$ cat src/hw/uart_rx_cfg.svh
/*
   Constants of the serial receiver: register word indices, field reset values
   and oversample tick positions. Assumes a 16x oversample enable from a divider.
*/
// How it works
// - Serial input is sampled on every oversample tick, sixteen ticks per bit.
// - Tick phase realigns at each start edge and on a data high-to-low change.
// - Start found as a low sample after three highs; counter then loads tick 2.
// - Ticks 3, 5, 7 verify start; one high accepted with noise, more rejected.
// - Failed start verification resets the counter and restarts the search.
// - Data bit is majority of ticks 8, 9, 10; any disagreement flags noise.
// - High samples at ticks 8 to 10 of a start bit flag noise only.
// - Stop bit is majority of ticks 8 to 10; low sets stop error, disagreement noise.
// - Stop error flag rises in the same cycle as the buffer-full flag.
// - A break character, lacking a high stop bit, raises the stop error flag.
// - Valid falling edges inside a character realign the tick counter.
// - Standby bit puts receiver in standby; receive requests are held off there.
// - Address-mark wake: high top bit clears standby and fills the buffer.
// - Idle-line wake: idle clears standby without idle or buffer-full flags.
// - Idle select bit starts counting highs after the start or after the stop bit.
// - In idle-line wake, setting standby while line is already idle wakes the receiver again.
// - Length select chooses eight or nine data bits before the stop bit.
// - Idle flag rises after 10 or 11 consecutive high bits on the line.
// - A complete character received outside standby, or one that address-wakes, moves to the buffer and raises buffer-full.
`ifndef UART_RX_CFG_SVH
`define UART_RX_CFG_SVH

// ------------------------------------------------------------
// Register word indices (byte address = 4 * index)
// ------------------------------------------------------------
`define RX_WORD_CTRL 6'h00
`define RX_WORD_STAT 6'h01
`define RX_WORD_DATA 6'h02
`define RX_WORD_DIV 6'h03

// ------------------------------------------------------------
// Reset values
// ------------------------------------------------------------
`define RX_CTRL_RST 5'h00
`define RX_STAT_RST 5'h00
`define RX_DIV_RST 16'h0035

// ------------------------------------------------------------
// Oversample tick positions within a bit
// ------------------------------------------------------------
`define RT_FIRST 5'h01
`define RT_AFTER_EDGE 5'h02
`define RT_VER_A 5'h03
`define RT_VER_B 5'h05
`define RT_VER_C 5'h07
`define RT_EARLY_EDGE 5'h05
`define RT_WIN_A 5'h08
`define RT_WIN_B 5'h09
`define RT_WIN_C 5'h0a
`define RT_LATE_EDGE 5'h0b
`define RT_LAST 5'h10

// ------------------------------------------------------------
// Character shape
// ------------------------------------------------------------
`define LAST_BIT_8 4'h7
`define LAST_BIT_9 4'h8
`define IDLE_TICKS_8 8'ha0
`define IDLE_TICKS_9 8'hb0

`endif

$ cat src/hw/uart_rx_pkg.sv
/*
   Types and helpers shared by the serial receiver files.
   Assumes uart_rx_cfg.svh supplies the numeric constants.
*/
package uart_rx_pkg;

   typedef enum logic [1:0] {ST_HUNT, ST_START, ST_DATA, ST_STOP} rx_state_e;

   // Bit 0 upward: enable, char9, wake_addr, idle_count_start_select, standby
   typedef struct packed {
      logic standby;
      logic idle_count_start_select;
      logic wake_addr;
      logic char9;
      logic enable;
   } ctrl_s;

   // Bit 0 upward: rbf, idle, nf, fe, active
   typedef struct packed {
      logic active;
      logic fe;
      logic nf;
      logic idle;
      logic rbf;
   } status_s;

   function automatic logic majority3(input logic [2:0] s);
      return (s[0] & s[1]) | (s[0] & s[2]) | (s[1] & s[2]);
   endfunction

   function automatic logic disagree3(input logic [2:0] s);
      return (s != 3'h0) && (s != 3'h7);
   endfunction

endpackage

$ cat src/hw/rt_tick_gen.sv
/*
   Oversample tick divider: one-cycle enable every divisor+1 clocks.
   Assumes software sets the divisor for sixteen ticks per bit time.
*/
`timescale 1ns/1ps
`default_nettype none
module rt_tick_gen (
   // Clock and reset
   input wire logic i_clock,
   input wire logic i_rst,
   // Control
   input wire logic i_enable,
   input wire logic [15:0] i_divisor,
   // Tick
   output logic o_tick
);
   logic [15:0] cnt_r;
   wire wrap_w = (cnt_r >= i_divisor);

   always_ff @(posedge i_clock or posedge i_rst) begin
      if (i_rst) begin
         cnt_r <= 16'h0000;
         o_tick <= 1'b0;
      end else begin
         cnt_r <= (!i_enable || wrap_w) ? 16'h0000 : cnt_r + 16'h0001;
         o_tick <= i_enable & wrap_w;
      end
   end
endmodule
`default_nettype wire

$ cat src/hw/uart_rx_sampling_wakeup.sv
/*
   Receive data recovery with 16x oversampling, start verification, majority
   voting, resync, idle detection and standby wakeup behind a Wishbone slave.
   Assumes a synchronous serial input and a classic Wishbone master.
*/
// Design decisions made here: the Wishbone interface to the registers and the placing of the registers.
`timescale 1ns/1ps
`default_nettype none
`include "uart_rx_cfg.svh"
module uart_rx_sampling_wakeup
   import uart_rx_pkg::*;
(
   // Clock and reset
   input wire logic i_clock,
   input wire logic i_rst,
   // Wishbone slave
   input wire logic i_wb_cyc,
   input wire logic i_wb_stb,
   input wire logic i_wb_we,
   input wire logic [7:0] i_wb_adr,
   input wire logic [31:0] i_wb_dat,
   input wire logic [3:0] i_wb_sel,
   output logic [31:0] o_wb_dat,
   output logic o_wb_ack,
   // Serial line
   input wire logic i_rxd,
   // Receiver state
   output logic o_rx_request,
   output logic o_standby
);
   // ------------------------------------------------------------
   // Registers
   // ------------------------------------------------------------
   ctrl_s ctrl_r, ctrl_nxt;
   status_s status_r, status_nxt;
   logic [15:0] div_r;
   logic [8:0] rx_buf_r;
   logic idle_armed_r;
   logic [7:0] idle_cnt_r;
   rx_state_e state_r, state_nxt;
   logic [4:0] tick_cnt_r, tick_nxt;
   logic [2:0] hist_r, hist_nxt;
   logic [2:0] ver_r, ver_nxt;
   logic [2:0] win_r, win_nxt;
   logic [3:0] bit_idx_r, idx_nxt;
   logic [8:0] shift_r, shift_nxt;
   logic last_vote_r, vote_nxt;
   logic chr_noise_r, noise_nxt;
   logic tick_w;

   // ------------------------------------------------------------
   // Bus decode
   // ------------------------------------------------------------
   wire bus_req_w = i_wb_cyc & i_wb_stb & ~o_wb_ack;
   wire wr_w = bus_req_w & i_wb_we;
   wire rd_w = bus_req_w & ~i_wb_we;
   wire [5:0] word_w = i_wb_adr[7:2];
   wire ctrl_wr_w = wr_w & (word_w == `RX_WORD_CTRL) & i_wb_sel[0];
   wire stat_wr_w = wr_w & (word_w == `RX_WORD_STAT) & i_wb_sel[0];
   wire div_wr_lo_w = wr_w & (word_w == `RX_WORD_DIV) & i_wb_sel[0];
   wire div_wr_hi_w = wr_w & (word_w == `RX_WORD_DIV) & i_wb_sel[1];
   wire data_rd_w = rd_w & (word_w == `RX_WORD_DATA);
   wire status_s stat_clr_w = stat_wr_w ? status_s'(i_wb_dat[4:0]) : status_s'(5'h00);
   wire [31:0] rd_mux_w =
      (word_w == `RX_WORD_CTRL) ? {27'h0, ctrl_r} :
      (word_w == `RX_WORD_STAT) ? {27'h0, status_r} :
      (word_w == `RX_WORD_DATA) ? {23'h0, rx_buf_r} :
      (word_w == `RX_WORD_DIV) ? {16'h0, div_r} : 32'h0;

   // Single wait state; unmapped words answer with zero
   always_ff @(posedge i_clock or posedge i_rst) begin
      if (i_rst) begin
         o_wb_ack <= 1'b0;
         o_wb_dat <= 32'h0;
      end else begin
         o_wb_ack <= bus_req_w;
         o_wb_dat <= rd_w ? rd_mux_w : 32'h0;
      end
   end

   always_ff @(posedge i_clock or posedge i_rst) begin
      if (i_rst) begin
         div_r <= `RX_DIV_RST;
      end else begin
         if (div_wr_lo_w) div_r[7:0] <= i_wb_dat[7:0];
         if (div_wr_hi_w) div_r[15:8] <= i_wb_dat[15:8];
      end
   end

   // ------------------------------------------------------------
   // Oversample tick
   // ------------------------------------------------------------
   rt_tick_gen u_tick (
      .i_clock(i_clock),
      .i_rst(i_rst),
      .i_enable(ctrl_r.enable),
      .i_divisor(div_r),
      .o_tick(tick_w)
   );

   // ------------------------------------------------------------
   // Sampling decode
   // ------------------------------------------------------------
   wire run_w = tick_w & ctrl_r.enable;
   wire [2:0] ver_pat_w = {ver_r[1:0], i_rxd};
   wire [2:0] win_pat_w = {win_r[1:0], i_rxd};
   wire maj_w = majority3(win_pat_w);
   wire verify_ok_w = ~majority3(ver_pat_w);
   wire start_w = (hist_r == 3'h7) & ~i_rxd;
   wire edge_w = hist_r[0] & ~i_rxd;
   wire in_char_w = (state_r == ST_DATA) | (state_r == ST_STOP);
   wire resync_late_w = (state_r == ST_DATA) & last_vote_r & edge_w & (tick_cnt_r >= `RT_LATE_EDGE);
   wire resync_early_w = in_char_w & last_vote_r & edge_w & (tick_cnt_r <= `RT_EARLY_EDGE);
   wire last_bit_w = bit_idx_r == (ctrl_r.char9 ? `LAST_BIT_9 : `LAST_BIT_8);
   wire [4:0] tick_adv_w = (tick_cnt_r == `RT_LAST) ? `RT_FIRST : tick_cnt_r + 5'h01;
   wire in_win_w = (tick_cnt_r == `RT_WIN_A) | (tick_cnt_r == `RT_WIN_B);
   wire done_w = run_w & (state_r == ST_STOP) & (tick_cnt_r == `RT_WIN_C);

   // ------------------------------------------------------------
   // Receive sequencer
   // ------------------------------------------------------------
   always_comb begin
      state_nxt = state_r;
      tick_nxt = tick_cnt_r;
      hist_nxt = hist_r;
      ver_nxt = ver_r;
      win_nxt = win_r;
      idx_nxt = bit_idx_r;
      shift_nxt = shift_r;
      vote_nxt = last_vote_r;
      noise_nxt = chr_noise_r;
      if (!ctrl_r.enable) begin
         state_nxt = ST_HUNT;
         hist_nxt = 3'h0;
      end else if (tick_w) begin
         hist_nxt = {hist_r[1:0], i_rxd};
         tick_nxt = tick_adv_w;
         if (in_win_w) win_nxt = win_pat_w;
         case (state_r)
            ST_HUNT: begin
               if (start_w) begin
                  state_nxt = ST_START;
                  tick_nxt = `RT_AFTER_EDGE;
                  noise_nxt = 1'b0;
                  ver_nxt = 3'h0;
               end
            end
            ST_START: begin
               if ((tick_cnt_r == `RT_VER_A) || (tick_cnt_r == `RT_VER_B)) ver_nxt = ver_pat_w;
               if (tick_cnt_r == `RT_VER_C) begin
                  if (!verify_ok_w) begin
                     // Fresh search needs three new highs
                     state_nxt = ST_HUNT;
                     hist_nxt = 3'h0;
                     tick_nxt = `RT_FIRST;
                  end else if (ver_pat_w != 3'h0) begin
                     noise_nxt = 1'b1;
                  end
               end
               // Late highs never undo an accepted start
               if ((tick_cnt_r == `RT_WIN_C) && (win_pat_w != 3'h0)) noise_nxt = 1'b1;
               if (tick_cnt_r == `RT_LAST) begin
                  state_nxt = ST_DATA;
                  idx_nxt = 4'h0;
                  vote_nxt = 1'b0;
               end
            end
            ST_DATA: begin
               if (tick_cnt_r == `RT_WIN_C) begin
                  shift_nxt = {maj_w, shift_r[8:1]};
                  vote_nxt = maj_w;
                  if (disagree3(win_pat_w)) noise_nxt = 1'b1;
               end
               if (resync_early_w) tick_nxt = `RT_AFTER_EDGE;
               if (resync_late_w || (tick_cnt_r == `RT_LAST)) begin
                  if (resync_late_w) tick_nxt = `RT_AFTER_EDGE;
                  if (last_bit_w) state_nxt = ST_STOP;
                  else idx_nxt = bit_idx_r + 4'h1;
               end
            end
            ST_STOP: begin
               if (resync_early_w) tick_nxt = `RT_AFTER_EDGE;
               if (tick_cnt_r == `RT_WIN_C) begin
                  // Stop samples seed the next start search
                  state_nxt = ST_HUNT;
                  hist_nxt = win_pat_w;
                  tick_nxt = `RT_FIRST;
               end
            end
            default: state_nxt = ST_HUNT;
         endcase
      end
   end

   always_ff @(posedge i_clock or posedge i_rst) begin
      if (i_rst) begin
         state_r <= ST_HUNT;
         tick_cnt_r <= `RT_FIRST;
         hist_r <= 3'h0;
         ver_r <= 3'h0;
         win_r <= 3'h0;
         bit_idx_r <= 4'h0;
         shift_r <= 9'h000;
         last_vote_r <= 1'b0;
         chr_noise_r <= 1'b0;
      end else begin
         state_r <= state_nxt;
         tick_cnt_r <= tick_nxt;
         hist_r <= hist_nxt;
         ver_r <= ver_nxt;
         win_r <= win_nxt;
         bit_idx_r <= idx_nxt;
         shift_r <= shift_nxt;
         last_vote_r <= vote_nxt;
         chr_noise_r <= noise_nxt;
      end
   end

   // ------------------------------------------------------------
   // Character completion and idle detection
   // ------------------------------------------------------------
   wire addr_wake_w = ctrl_r.standby & ctrl_r.wake_addr & shift_r[8];
   wire rbf_set_w = done_w & (~ctrl_r.standby | addr_wake_w);
   // Break gives a low stop vote, so it lands here too
   wire fe_set_w = rbf_set_w & ~maj_w;
   wire nf_set_w = rbf_set_w & (chr_noise_r | disagree3(win_pat_w));
   wire [8:0] char_w = ctrl_r.char9 ? shift_r : {1'b0, shift_r[8:1]};
   wire [7:0] idle_thr_w = ctrl_r.char9 ? `IDLE_TICKS_9 : `IDLE_TICKS_8;
   // Idle count may be held off until the stop bit is voted at tick 10
   wire idle_count_ok_w = i_rxd & ~(ctrl_r.idle_count_start_select & (state_r != ST_HUNT));
   wire idle_hit_w = run_w & idle_count_ok_w & (idle_cnt_r == idle_thr_w - 8'h01);
   wire idle_full_w = ctrl_r.enable & (idle_cnt_r == idle_thr_w);
   wire idle_wake_w = ctrl_r.standby & ~ctrl_r.wake_addr & idle_full_w;
   wire idle_set_w = idle_hit_w & idle_armed_r & ~ctrl_r.standby;

   always_ff @(posedge i_clock or posedge i_rst) begin
      if (i_rst) begin
         idle_cnt_r <= 8'h00;
         idle_armed_r <= 1'b0;
      end else if (run_w) begin
         if (!idle_count_ok_w) idle_cnt_r <= 8'h00;
         else if (idle_cnt_r != idle_thr_w) idle_cnt_r <= idle_cnt_r + 8'h01;
         if (start_w && (state_r == ST_HUNT)) idle_armed_r <= 1'b1;
         else if (idle_hit_w) idle_armed_r <= 1'b0;
      end
   end

   // ------------------------------------------------------------
   // Control and status
   // ------------------------------------------------------------
   always_comb begin
      ctrl_nxt = ctrl_r;
      if (ctrl_wr_w) ctrl_nxt = ctrl_s'(i_wb_dat[4:0]);
      else if ((done_w && addr_wake_w) || idle_wake_w) ctrl_nxt.standby = 1'b0;
      // A hardware set outlives a clear in the same cycle
      status_nxt.rbf = rbf_set_w | (status_r.rbf & ~data_rd_w);
      status_nxt.idle = idle_set_w | (status_r.idle & ~stat_clr_w.idle);
      status_nxt.nf = nf_set_w | (status_r.nf & ~stat_clr_w.nf);
      status_nxt.fe = fe_set_w | (status_r.fe & ~stat_clr_w.fe);
      status_nxt.active = state_nxt != ST_HUNT;
   end

   always_ff @(posedge i_clock or posedge i_rst) begin
      if (i_rst) begin
         ctrl_r <= ctrl_s'(`RX_CTRL_RST);
         status_r <= status_s'(`RX_STAT_RST);
         rx_buf_r <= 9'h000;
         o_rx_request <= 1'b0;
      end else begin
         ctrl_r <= ctrl_nxt;
         status_r <= status_nxt;
         if (rbf_set_w) rx_buf_r <= char_w;
         o_rx_request <= (status_r.rbf | status_r.idle) & ~ctrl_r.standby;
      end
   end

   assign o_standby = ctrl_r.standby;
endmodule
`default_nettype wire

$ cat config.mk
export PLATFORM = sky130hd
export DESIGN_NAME = uart_rx_sampling_wakeup
export DESIGN_NICKNAME = d
export VERILOG_FILES = /design/src/hw/uart_rx_pkg.sv /design/src/hw/rt_tick_gen.sv /design/src/hw/uart_rx_sampling_wakeup.sv
export VERILOG_INCLUDE_DIRS = /design/src /design/src/hw
export SDC_FILE = /design/constraint.sdc
export NUM_CORES = 1
export LEC_CHECK = 0
export BUFFER_PORTS_ARGS = -buffer_cell sky130_fd_sc_hd__clkbuf_2
export CAP_MARGIN = 15
export CORE_MARGIN = 3
export CORE_UTILIZATION = 60
export CTS_BUF_LIST = sky130_fd_sc_hd__clkbuf_4 sky130_fd_sc_hd__clkbuf_8 sky130_fd_sc_hd__clkbuf_16
export DETAILED_ROUTE_END_ITERATION = 12
export GPL_ROUTABILITY_DRIVEN = 1
export PLACE_DENSITY = 0.95
export SETUP_SLACK_MARGIN = 0.5
export SYNTH_ARGS = -nofsm -noshare
export SYNTH_HDL_FRONTEND = slang
export SYNTH_HIERARCHICAL = 1
export SYNTH_SLANG_ARGS = --single-unit
export TNS_END_PERCENT = 10
$ cat constraint.sdc
create_clock -name i_clock -period 5.45 [get_ports i_clock]
set_input_delay 0.8175 -clock i_clock [delete_from_list [all_inputs] [get_ports i_clock]]
set_output_delay 0.8175 -clock i_clock [all_outputs]
set_load 0.005 [all_outputs]
==> flow_summary_export.csv <==
group,metric,value,unit
floorplan,dieArea,11430,um^2
global_route,grt_pass1_vias,4755,
synth,synth-edff-count,0,
setup_path,worst-path-max-fanout,16,
power,p_leak,3.034,nW
finish,n_antenna_cell,0,
global_route,grt_pass1_wl,23.28,mm
timing,setup_viol,0,
setup_path,crit_required,5.73,ns
synth,ys_types,82,
clock_tree,cts_buffers,9,
placed_design,gp_congestion,0.9173,
timing,slew_viol_final,0,
finish,syn_to_final_growth,7.595,%
clock_tree,htreeDepth,3,
route,routed_wl,14.11,mm
placed_design,io_buffers,48,
timing,fin_tns_setup,0,ns
route,wl_per_cell,18.27,um
synth,yosysTopAreaCellShare,42.17,%
synth,yosysSeqAreaShare,44.32,%
setup_path,critPathArrivalTime,2.75,ns
outcome,run_status,"finished, final reports clean",
timing,post-route-period-util,45.26,%
finish,final_util,66.97,%
floorplan,pin_count,85,
synth,synth_cells,598,
synth,netlist_top_cells_area,"dfrtp_1 42%, ha_1 5.9%, mux2_2 5.5%, nor2_1 3.7%, mux2i_1 3.3%",
flow_run,maxCapViolCount,0,
setup_path,cp-end-kind,"flop",
finish,drive_gt1_share,18.94,%
clock_tree,post_cts_buffers,0,
timing,post-route-min-period,2.467,ns
synth,ys_seq_elements,108,
clock_tree,cts_buffer_depth,2,
global_route,grt_antenna_before_repair,0,
route,via_count,4782,
timing,max_freq,405.4,MHz
synth,ys_warn_count,6,
floorplan,fp-row-count,36,
finish,multi_input_area,3070,um^2
route,ant_nets,0,
floorplan,start_util,62.25,%
hold_path,hold_class,"primary input to async pin",
clock_tree,cts_tree,"yes",
power,vdd.ir_drop.worst,0.2093,mV
clock_tree,path_clk_slew,0.11,ns
route,drt_iter0_markers,409,
route,drc,0,
finish,ff_latch_area,2709,um^2
setup_path,crit_type,"flop to flop",
setup_path,regToRegSetupSlack,2.98,ns
floorplan,die_w,106.9,um
setup_path,start_kind,"flop",
timing,finalWorstSetupSlack,2.983,ns
global_route,grt-ovfl-total,0,
global_route,grt_max_degree,70,
route,firstDrtPassIters,5,
power,cellPowerDensity,339.5,nW/um^2
finish,fillers,726,
floorplan,core,9819,um^2
synth,ys.flop_type,"dfrtp_1",
clock_tree,cts_sinks,108,
synth,yosys.area.top_type,"dfrtp_1",
timing,worstMarginPinSlew,1.127,ns
synth,syn_avg_cell_area,10.22,um^2
timing,relSlewSlack,24.20,%
synth,syn_area,6112,um^2
placed_design,dp_hpwl,10.35,mm
finish,nets,713,
global_route,grt_usage,25.72,%
timing,hold_viol,0,
clock_tree,hold_buffers,0,
timing,finClkSkew,0.01829,ns
clock_tree,ctsResizeCount,0,
synth,async_reset_ff_share,100.0,%
route,viasPerCell,6.194,
floorplan,die_h,106.9,um
timing,timing.hold.ws,0.4206,ns
clock_tree,cts-root-buf,"clkbuf_8",
timing,rsz0062_at_grt,"false",
placed_design,pre_cts_ws,2.697,ns
clock_tree,insertion_delay,0.37,ns
power,power,2.233,mW
path summary, 6_finish.rpt:
path	start	to	cells past startpoint
max	div_r[0]	u_tick/cnt_r[15]	6
min	i_rst	div_r[9]	2
max reg2reg	div_r[0]	u_tick/cnt_r[15]	6
min reg2reg	idle_armed_r	idle_armed_r	1
max in group asynchronous	i_rst	idle_cnt_r[0]	3
min in group i_clock	idle_armed_r	idle_armed_r	1
critical path, cell delays in order, from the launching register on:
cell,delay (ns)
dfstp_2,0.57
ha_1,0.23
nand2b_1,0.16
a2111oi_0,0.69
o31a_1,0.34
o211ai_4,0.21
nor2_1,0.18
stage by stage:
stage | cell area, um^2 | std cells
after global placement | 6334 | 755
after detailed placement | 6334 | 755
final | 6576 | 772
after floorplan | 6168 | 613
after CTS | 6571 | 771
after global routing | 6576 | 772
routing by layer:
layer  track usage, %  part of all wire, %  up-vias
met2            42.90                   50      249
met3            5.539                  6.8       41
met1            32.52                   40     2322
met4            10.87                  3.2        0
met5                0                    0        -
li1                 -                    -     2170
layout make-up:
cell class / count / share of cell area (%)
Clock inverter: 5 / 1.313
Inverter: 37 / 2.131
Clock buffer: 11 / 2.302
Sequential cell: 108 / 41.19
Multi-Input combinational cell: 428 / 46.69
Tap cell: 133 / 2.530
Timing Repair Buffer: 50 / 3.843
logic make-up (layout without fill, tap and decap cells):
group,after synthesis,in the layout,share of synthesized area (%)
AND/OR/NAND/NOR,193,193,17.03
adder cells (fa/ha/maj),30,30,6.100
buffers and inverters,77,103,6.366
other,1,16,0.06135
XOR/XNOR,23,23,3.296
AO/OA/AOI/OAI,116,116,14.02
flip-flops,108,108,44.32
multiplexers,50,50,8.802
Yosys cell counts (all sizes together) (17+ instances only):
cell type    n
nand2       41
a21oi       28
ha          29
xor2        20
nand3       21
o21ai       17
buf         31
mux2i       20
mux2        30
dfrtp      103
nor2        63
inv         37
cells in the final DEF, fill, tap and decap left out, types with 14 or more instances in the layout:
cell | Yosys | routed
nor2_1 | 61 | 61
nand2_1 | 41 | 41
nand3_1 | 21 | 21
xor2_1 | 20 | 20
a211oi_1 | 16 | 16
clkbuf_2 | 0 | 48
o21ai_0 | 14 | 14
conb_1 | 1 | 16
inv_1 | 37 | 36
mux2i_1 | 20 | 20
a21oi_1 | 28 | 28
ha_1 | 29 | 29
dfrtp_1 | 103 | 103
mux2_2 | 30 | 30
report_power, final:
group | total [mW] | switching (mW) | internal (mW) | leakage [nW]
Clock | 0.561 | 0.272 | 0.289 | 0.121
Combinational | 0.648 | 0.394 | 0.254 | 1.49
Sequential | 1.02 | 0.131 | 0.893 | 1.42
Total | 2.23 | 0.797 | 1.44 | 3.03
flip-flops by register name, indices dropped and copies added (netlist names), 3 cells and up:
| signal | flops |
|---|---|
| tick_cnt_r | 5 |
| shift_r | 9 |
| idle_cnt_r | 8 |
| rx_buf_r | 9 |
| u_tick/cnt_r | 16 |
| hist_r | 3 |
| o_wb_dat | 16 |
| div_r | 16 |
| status_r | 5 |
| bit_idx_r | 4 |
| ctrl_r | 4 |
Note: power is estimated with default switching activity, not from simulation.
